### src/rtl/gate_ctrl_defines.vh
`ifndef GATE_CTRL_DEFINES_VH
`define GATE_CTRL_DEFINES_VH
// Serial frame layout, MSB first
`define FRAME_BITS 16
`define FRAME_CNT_W 5
`define FRAME_LAST 5'h10
`define DAC_MSB 7
`define DAC_LSB 0
`define DAC_W 8
`define DAC_RESET 8'h00
`endif

### src/rtl/spi_dac_current_limit_gate_control.v
// Functional notes
// - Disable input high keeps second output off
// - Disable takes effect once PWM is low
// - PWM high drives enabled main outputs high
// - PWM low or trip forces outputs low
// - Blanking low grounds comparator, no trip
// - Blanking input pulled up when undriven
// - DAC above sense holds comparator low
// - Sense above DAC raises flag, outputs low
// - Trip latched until sense low, PWM rises
// - Eight-bit DAC code sets limit threshold
// - Select low, shift data on clock falls
// - Sixteenth falling edge updates DAC immediately
// - Extra clocks after sixteenth are ignored
// - Zero-volt output low when node below supply
`timescale 1ns/1ps
`default_nettype none
`include "gate_ctrl_defines.vh"

module spi_dac_current_limit_gate_control (
    input wire clk,
    input wire arst_n,
    input wire pwm_in,
    input wire aux_drive_input,
    input wire second_driver_disable_n,
    input wire sense_blank_n,
    input wire sense_blank_n_oe,
    input wire [7:0] current_sense_in,
    input wire serial_select_n,
    input wire serial_clk,
    input wire serial_data_in,
    input wire serial_addr_pin,
    input wire zero_volt_pos_in,
    input wire zero_volt_neg_in,
    output reg main_gate_out_a,
    output reg main_gate_out_b,
    output reg aux_gate_out,
    output reg overcurrent_flag,
    output reg [7:0] dac_code_out,
    output reg zero_volt_detect
);

    // Two-flop synchronisers for every pin input except the unused serial_addr_pin
    reg [1:0] pwm_s_ff;
    reg [1:0] aux_s_ff;
    reg [1:0] dis_s_ff;
    reg [1:0] blk_s_ff;
    reg [1:0] cs_s_ff;
    reg [1:0] sck_s_ff;
    reg [1:0] din_s_ff;
    reg [1:0] zvp_s_ff;
    reg [1:0] zvn_s_ff;
    reg [7:0] sense_m_ff;
    reg [7:0] sense_s_ff;
    reg [7:0] sense_q_ff;
    reg pwm_d_ff;
    reg sck_d_ff;
    reg cs_d_ff;
    reg b_en_ff;
    reg trip_ff;
    reg [`FRAME_BITS-1:0] shift_ff;
    reg [`FRAME_CNT_W-1:0] cnt_ff;

    // Undriven blanking pin reads high through the pull-up
    wire blank_pin = sense_blank_n_oe ? sense_blank_n : 1'b1;

    // PWM level synchroniser
    always @(posedge clk or negedge arst_n)
    begin
        if (!arst_n)
        begin
            pwm_s_ff <= 2'h0;
        end
        else
        begin
            pwm_s_ff <= {pwm_s_ff[0], pwm_in};
        end
    end

    // Auxiliary drive synchroniser
    always @(posedge clk or negedge arst_n)
    begin
        if (!arst_n)
        begin
            aux_s_ff <= 2'h0;
        end
        else
        begin
            aux_s_ff <= {aux_s_ff[0], aux_drive_input};
        end
    end

    // Second-driver disable synchroniser
    always @(posedge clk or negedge arst_n)
    begin
        if (!arst_n)
        begin
            dis_s_ff <= 2'h0;
        end
        else
        begin
            dis_s_ff <= {dis_s_ff[0], second_driver_disable_n};
        end
    end

    // Blanking synchroniser; resets to the pulled-up idle level
    always @(posedge clk or negedge arst_n)
    begin
        if (!arst_n)
        begin
            blk_s_ff <= 2'h3;
        end
        else
        begin
            blk_s_ff <= {blk_s_ff[0], blank_pin};
        end
    end

    // Select synchroniser; idle high so no false frame start after reset
    always @(posedge clk or negedge arst_n)
    begin
        if (!arst_n)
        begin
            cs_s_ff <= 2'h3;
        end
        else
        begin
            cs_s_ff <= {cs_s_ff[0], serial_select_n};
        end
    end

    // Serial clock synchroniser; a rise after reset is harmless, only falls shift
    always @(posedge clk or negedge arst_n)
    begin
        if (!arst_n)
        begin
            sck_s_ff <= 2'h0;
        end
        else
        begin
            sck_s_ff <= {sck_s_ff[0], serial_clk};
        end
    end

    // Serial data synchroniser, same depth as the clock so bits stay aligned
    always @(posedge clk or negedge arst_n)
    begin
        if (!arst_n)
        begin
            din_s_ff <= 2'h0;
        end
        else
        begin
            din_s_ff <= {din_s_ff[0], serial_data_in};
        end
    end

    // Zero-volt comparator input synchronisers
    always @(posedge clk or negedge arst_n)
    begin
        if (!arst_n)
        begin
            zvp_s_ff <= 2'h0;
            zvn_s_ff <= 2'h0;
        end
        else
        begin
            zvp_s_ff <= {zvp_s_ff[0], zero_volt_pos_in};
            zvn_s_ff <= {zvn_s_ff[0], zero_volt_neg_in};
        end
    end

    // Sense word, two stages deep
    always @(posedge clk or negedge arst_n)
    begin
        if (!arst_n)
        begin
            sense_m_ff <= 8'h00;
            sense_s_ff <= 8'h00;
        end
        else
        begin
            sense_m_ff <= current_sense_in;
            sense_s_ff <= sense_m_ff;
        end
    end

    // A multi-bit word may be caught mid-change; accept it only once two
    // stages agree, trading one cycle of trip latency for a clean value
    always @(posedge clk or negedge arst_n)
    begin
        if (!arst_n)
        begin
            sense_q_ff <= 8'h00;
        end
        else if (sense_m_ff == sense_s_ff)
        begin
            sense_q_ff <= sense_s_ff;
        end
    end

    wire pwm = pwm_s_ff[1];
    wire pwm_rise = pwm & ~pwm_d_ff;
    wire pwm_fall = ~pwm & pwm_d_ff;
    wire sck_fall = ~sck_s_ff[1] & sck_d_ff;
    wire cs_fall = ~cs_s_ff[1] & cs_d_ff;
    // Blanked comparator sees ground on its positive input, never trips
    wire cmp_out = blk_s_ff[1] & (sense_q_ff > dac_code_out);
    wire nxt_trip = cmp_out | (trip_ff & ~(pwm_rise & ~cmp_out));

    // Serial receiver; counter saturates so later edges do nothing
    always @(posedge clk or negedge arst_n)
    begin
        if (!arst_n)
        begin
            sck_d_ff <= 1'b0;
            cs_d_ff <= 1'b1;
            shift_ff <= 16'h0000;
            cnt_ff <= 5'h00;
            dac_code_out <= `DAC_RESET;
        end
        else
        begin
            sck_d_ff <= sck_s_ff[1];
            cs_d_ff <= cs_s_ff[1];
            if (cs_fall)
                cnt_ff <= 5'h00;
            else if (!cs_s_ff[1] && sck_fall && cnt_ff != `FRAME_LAST)
            begin
                shift_ff <= {shift_ff[`FRAME_BITS-2:0], din_s_ff[1]};
                cnt_ff <= cnt_ff + 5'h01;
                if (cnt_ff == `FRAME_LAST - 5'h01)
                    dac_code_out <= {shift_ff[`DAC_MSB-1:`DAC_LSB], din_s_ff[1]};
            end
        end
    end

    // PWM history for edge detection; reset matches the idle low level
    always @(posedge clk or negedge arst_n)
    begin
        if (!arst_n)
        begin
            pwm_d_ff <= 1'b0;
        end
        else
        begin
            pwm_d_ff <= pwm;
        end
    end

    // Trip latch and flag; a new trip wins over a release in the same cycle
    always @(posedge clk or negedge arst_n)
    begin
        if (!arst_n)
        begin
            trip_ff <= 1'b0;
            overcurrent_flag <= 1'b0;
        end
        else
        begin
            trip_ff <= nxt_trip;
            overcurrent_flag <= nxt_trip;
        end
    end

    // Enable goes on at once, off only while PWM is low so no pulse is cut
    always @(posedge clk or negedge arst_n)
    begin
        if (!arst_n)
        begin
            b_en_ff <= 1'b0;
        end
        else if (!dis_s_ff[1])
        begin
            b_en_ff <= 1'b1;
        end
        else if (pwm_fall || !pwm)
        begin
            b_en_ff <= 1'b0;
        end
    end

    // Main outputs follow PWM unless tripped, B only while enabled; the trip term is the next
    // value so the cut lands in the same cycle as the flag
    always @(posedge clk or negedge arst_n)
    begin
        if (!arst_n)
        begin
            main_gate_out_a <= 1'b0;
            main_gate_out_b <= 1'b0;
        end
        else
        begin
            main_gate_out_a <= pwm & ~nxt_trip;
            main_gate_out_b <= pwm & ~nxt_trip & (b_en_ff | ~dis_s_ff[1]);
        end
    end

    // Auxiliary output follows its own input only
    always @(posedge clk or negedge arst_n)
    begin
        if (!arst_n)
        begin
            aux_gate_out <= 1'b0;
        end
        else
        begin
            aux_gate_out <= aux_s_ff[1];
        end
    end

    // Zero-volt output low only while the node sits below the supply
    always @(posedge clk or negedge arst_n)
    begin
        if (!arst_n)
        begin
            zero_volt_detect <= 1'b1;
        end
        else
        begin
            zero_volt_detect <= ~(~zvp_s_ff[1] & zvn_s_ff[1]);
        end
    end

endmodule // spi_dac_current_limit_gate_control
`default_nettype wire

### config.mk
export PLATFORM = sky130hd
export DESIGN_NAME = spi_dac_current_limit_gate_control
export DESIGN_NICKNAME = d
export VERILOG_FILES = /design/src/rtl/spi_dac_current_limit_gate_control.v
export VERILOG_INCLUDE_DIRS = /design/src /design/src/rtl
export SDC_FILE = /design/constraint.sdc
export NUM_CORES = 1
export LEC_CHECK = 0
export ABC_AREA = 1
export ABC_CLOCK_PERIOD_IN_PS = 1400
export BUFFER_PORTS_ARGS = -buffer_cell sky130_fd_sc_hd__clkbuf_2
export CAP_MARGIN = 30
export CORE_ASPECT_RATIO = 0.75
export CORE_MARGIN = 5
export CORE_UTILIZATION = 51
export DETAILED_ROUTE_END_ITERATION = 12
export GPL_TIMING_DRIVEN = 0
export PLACE_DENSITY = 0.74
export SETUP_SLACK_MARGIN = 0.4
export SLEW_MARGIN = 20
export SYNTH_ARGS = -nofsm -noshare
export SYNTH_HDL_FRONTEND = slang
export SYNTH_SLANG_ARGS = --single-unit
### constraint.sdc
create_clock -name clk -period 1.4 [get_ports clk]
set_input_delay 0.14 -clock clk [delete_from_list [all_inputs] [get_ports clk]]
set_output_delay 0.14 -clock clk [all_outputs]
set_load 0.01 [all_outputs]
==> flow_metrics.tcl <==
set metrics [dict create \
    worst_setup_path_start_kind "flop" \
    post_dp_cell_area_um2 2970 \
    yosys-top-cells-area "dfrtp_1, nand2_1, dfstp_2" \
    htreeDepth 3 \
    drc_errors 0 \
    avgSynthCellArea_um2 11.7 \
    grt_max_degree 51 \
    fin_setup_tns_ns -0.734 \
    yosysTopAreaCell "dfrtp_1" \
    switchingPower_mw 1.33 \
    period_minus_slack_ns 1.49 \
    n_antenna_cell 0 \
    clk_path_buf_depth 2 \
    maxCapViolations 0 \
    synth-simple-area-share_pct 13.7 \
    instances_no_fill 393 \
    power_frac_clock_pct 34.5 \
    yosysUniqueCellTypes 27 \
    ys_ff_latch 71 \
    pre_cts_slack_ns -0.150 \
    pwr-share-comb_pct 14.3 \
    tightest_slew_ns 0.481 \
    slew_viol_final 0 \
    p_int_mw 3.24 \
    die_area_um2 6790 \
    dp.cells 333 \
    synth_fa_ha_area_share_pct 5.16 \
    via_per_inst 4.67 \
    p_sw_share_pct 29.1 \
    fillCellCount 308 \
    hold_path_class "primary input to async pin" \
    area.growth.synth_to_final_pct 42.2 \
    seqPwrFrac_pct 51.2 \
    synth_seq_area_share_pct 66.9 \
    p_total_mw 4.57 \
    drive_above_1_share_pct 43.9 \
    synth_compound_area_share_pct 6.47 \
    p_leak_nw 1.83 \
    io_pins 34 \
    worstSetupEndpointType "flop" \
    hold_violations 0 \
    fin_area_um2 3790 \
    max_clock_freq_mhz 671 \
    post-route-worst-setup-slack_ns -0.0904 \
    nets 348 \
    synth.net_count 260 \
    overflow 0 \
    cp_max_fo 5 \
    postLayoutCoreUtil_pct 76.2 \
    worst_ep_arrival_time_ns 1.74 \
    period_share_pct 106 \
    dr_total_vias 1836 \
    synth_cells 228 \
    synth_ff_type "dfrtp_1" \
    hpwl_um 3040 \
    die_w_um 93.5 \
    synthTopCellsByCount "dfrtp_1, nand2_1, inv_1, o21ai_0, ha_1" \
    antenna_found_initial 0 \
    synthArstFlopShare_pct 100 \
    synth_xor_area_share_pct 2.95 \
    muxShareOfSynthArea_pct 0 \
    relSlewSlack_pct 67.6 \
    power_density_nw_per_um2 1200 \
    failed_checks "setup timing" \
    holdWs_ns 0.244 \
    start_util_pct 53.6 \
    grt_pass1_wl_um 8360 \
    fin_skew_ns 0.0109 \
    tritoncts "done" \
    status "finished, violations left" \
    core_area_um2 4980 \
    grt_usage_pct 16.5 \
    antenna_left 0 \
    avgRoutedWirePerCell_um 13.2 \
    routed_wl_um 5170 \
    cts.clk_slew.worst_paths_ns 0.08 \
    cts_sinks 71 \
    num_rows 22 \
    netlist_area_um2 2670 \
    gp_congestion 0.755 \
    setup_viol 11 \
    drt_first_pass_iters 4 \
    synth_edf_count 0 \
    clk_latency_ns 0.35 \
    die_y_um 72.7 \
    grt_pass1_vias 1840 \
    drt_iter0_drc 83 \
    cts_buffers 9 \
    synth_top_area_share_pct 60.9 \
    grt_setup_unrepaired "true" \
    yosysWarningCount 0 \
    synth_top_family_by_area "simple AND/OR/NAND/NOR gates" \
    io_buffers 32 \
    criticalPathCategory "flop to flop" \
    critPathRequiredTime_ns 1.65 \
    max-vdd-ir-drop_uv 1140 \
    cts-root-buf "clkbuf_8" \
    synthMostInstantiatedCell "dfrtp_1" \
]
## power groups by stage
stage | sequential, mW | clock, mW | combinational (mW)
after global routing | 2.36 | 1.72 | 0.745
after global placement | 2.35 | 0 | 0.461
after detailed placement | 2.36 | 0 | 0.493
after CTS | 2.33 | 1.61 | 0.582
final | 2.34 | 1.57 | 0.653
after floorplan | 2.36 | 0 | 0.303
## layout by cell type, fill, tap and decap left out, types with 2 or more instances in the layout
cell           synthesis  final
inv_2                  1      8
nor3_4                 2      2
nand3_1               10      5
nand2_4                1      5
clkbuf_8               0      9
inv_6                  0      4
inv_8                  0      3
dlygate4sd3_1          0     19
a21oi_1                3      2
buf_4                  0     16
clkbuf_2               0     19
nand2_1               49     30
buf_2                  1      8
nand2_2                2     17
dfrtp_1               65     64
a21oi_2                1      2
ha_4                   0      6
buf_6                  1     13
o21ai_0               12     12
xor2_1                 4      4
ha_2                   0      2
o22ai_1                2      2
inv_1                 29     22
o21ai_2                7      7
nor3b_2                1      2
ha_1                  11      3
nor2_1                 9      9
xnor2_1                5      5
nand3_2                0      5
dfstp_2                6      6
## final cells by class
| type | instances | area, um2 | area share [%] |
|---|---|---|---|
| clock buffers | 9 | 124 | 3.26 |
| well taps | 72 | 90.1 | 2.37 |
| inverters | 30 | 113 | 2.97 |
| flip-flops and latches | 71 | 1790 | 47.0 |
| clock inverters | 7 | 68.8 | 1.81 |
| multi-input cells | 125 | 942 | 24.8 |
| plain buffers | 2 | 27.5 | 0.725 |
| repair buffers | 77 | 644 | 17.0 |
## state kept, by name (all words and copies together) (netlist names), 2 cells and up
| register | flops |
|---|---|
| pwm_s_ff | 2 |
| dis_s_ff | 2 |
| shift_ff | 7 |
| zvn_s_ff | 2 |
| aux_s_ff | 2 |
| sck_s_ff | 2 |
| cs_s_ff | 2 |
| sense_m_ff | 8 |
| blk_s_ff | 2 |
| cnt_ff | 5 |
| dac_code_out | 8 |
| din_s_ff | 2 |
| zvp_s_ff | 2 |
| sense_q_ff | 8 |
| sense_s_ff | 8 |
## critical path, stage by stage, from the launching register on
cell and delay, ns:
dfrtp_1 0.39, inv_2 0.07, ha_4 0.15, nand4_1 0.09, nand2_2 0.10, nor2_4 0.20, nand2_4 0.12, buf_6 0.15
nand2_4 0.05, o21ai_2 0.05
## layer usage
metal / up-vias / track usage [%] / wire length (um)
met4: 0 / 5.93 / 77
met1: 873 / 19.5 / 2200
met5: - / 0 / 0
met3: 8 / 7.84 / 271
met2: 49 / 26.5 / 2620
li1: 906 / - / -
## repair_timing
action / 4_1_cts / 5_1_grt
hold buffers: 19 / 0
resized for setup: 21 / 49
endpoints found under the hold margin: 38 / 0
buffers inserted: 17 / 7
pin swaps: 20 / 14
endpoints found under the setup margin: 42 / 44
gates cloned: 0 / 1
## path summary, 6_finish.rpt
path / startpoint / endpoint / slack, ns / cells past startpoint
worst min-delay path: arst_n / aux_s_ff[0]$_DFF_PN0_ / 0.24 / 2
min in group clk: aux_s_ff[0]$_DFF_PN0_ / aux_s_ff[1]$_DFF_PN0_ / 0.35 / 0
max in group asynchronous: arst_n / blk_s_ff[0]$_DFF_PN1_ / 0.55 / 3
worst max register to register: cnt_ff[0]$_DFFE_PN0P_ / dac_code_out[1]$_DFFE_PN0P_ / -0.09 / 9
worst max-delay path: cnt_ff[0]$_DFFE_PN0P_ / dac_code_out[1]$_DFFE_PN0P_ / -0.09 / 9
worst min register to register: aux_s_ff[0]$_DFF_PN0_ / aux_s_ff[1]$_DFF_PN0_ / 0.35 / 0
## kinds of logic (layout without fill, tap and decap cells)
group | Yosys count | in the layout
compound gates | 27 | 27
fa+ha+maj | 11 | 11
flops | 71 | 71
simple gates | 78 | 78
buf+inv | 32 | 125
xor+xnor | 9 | 9
Power figures use the tool's default switching activity.
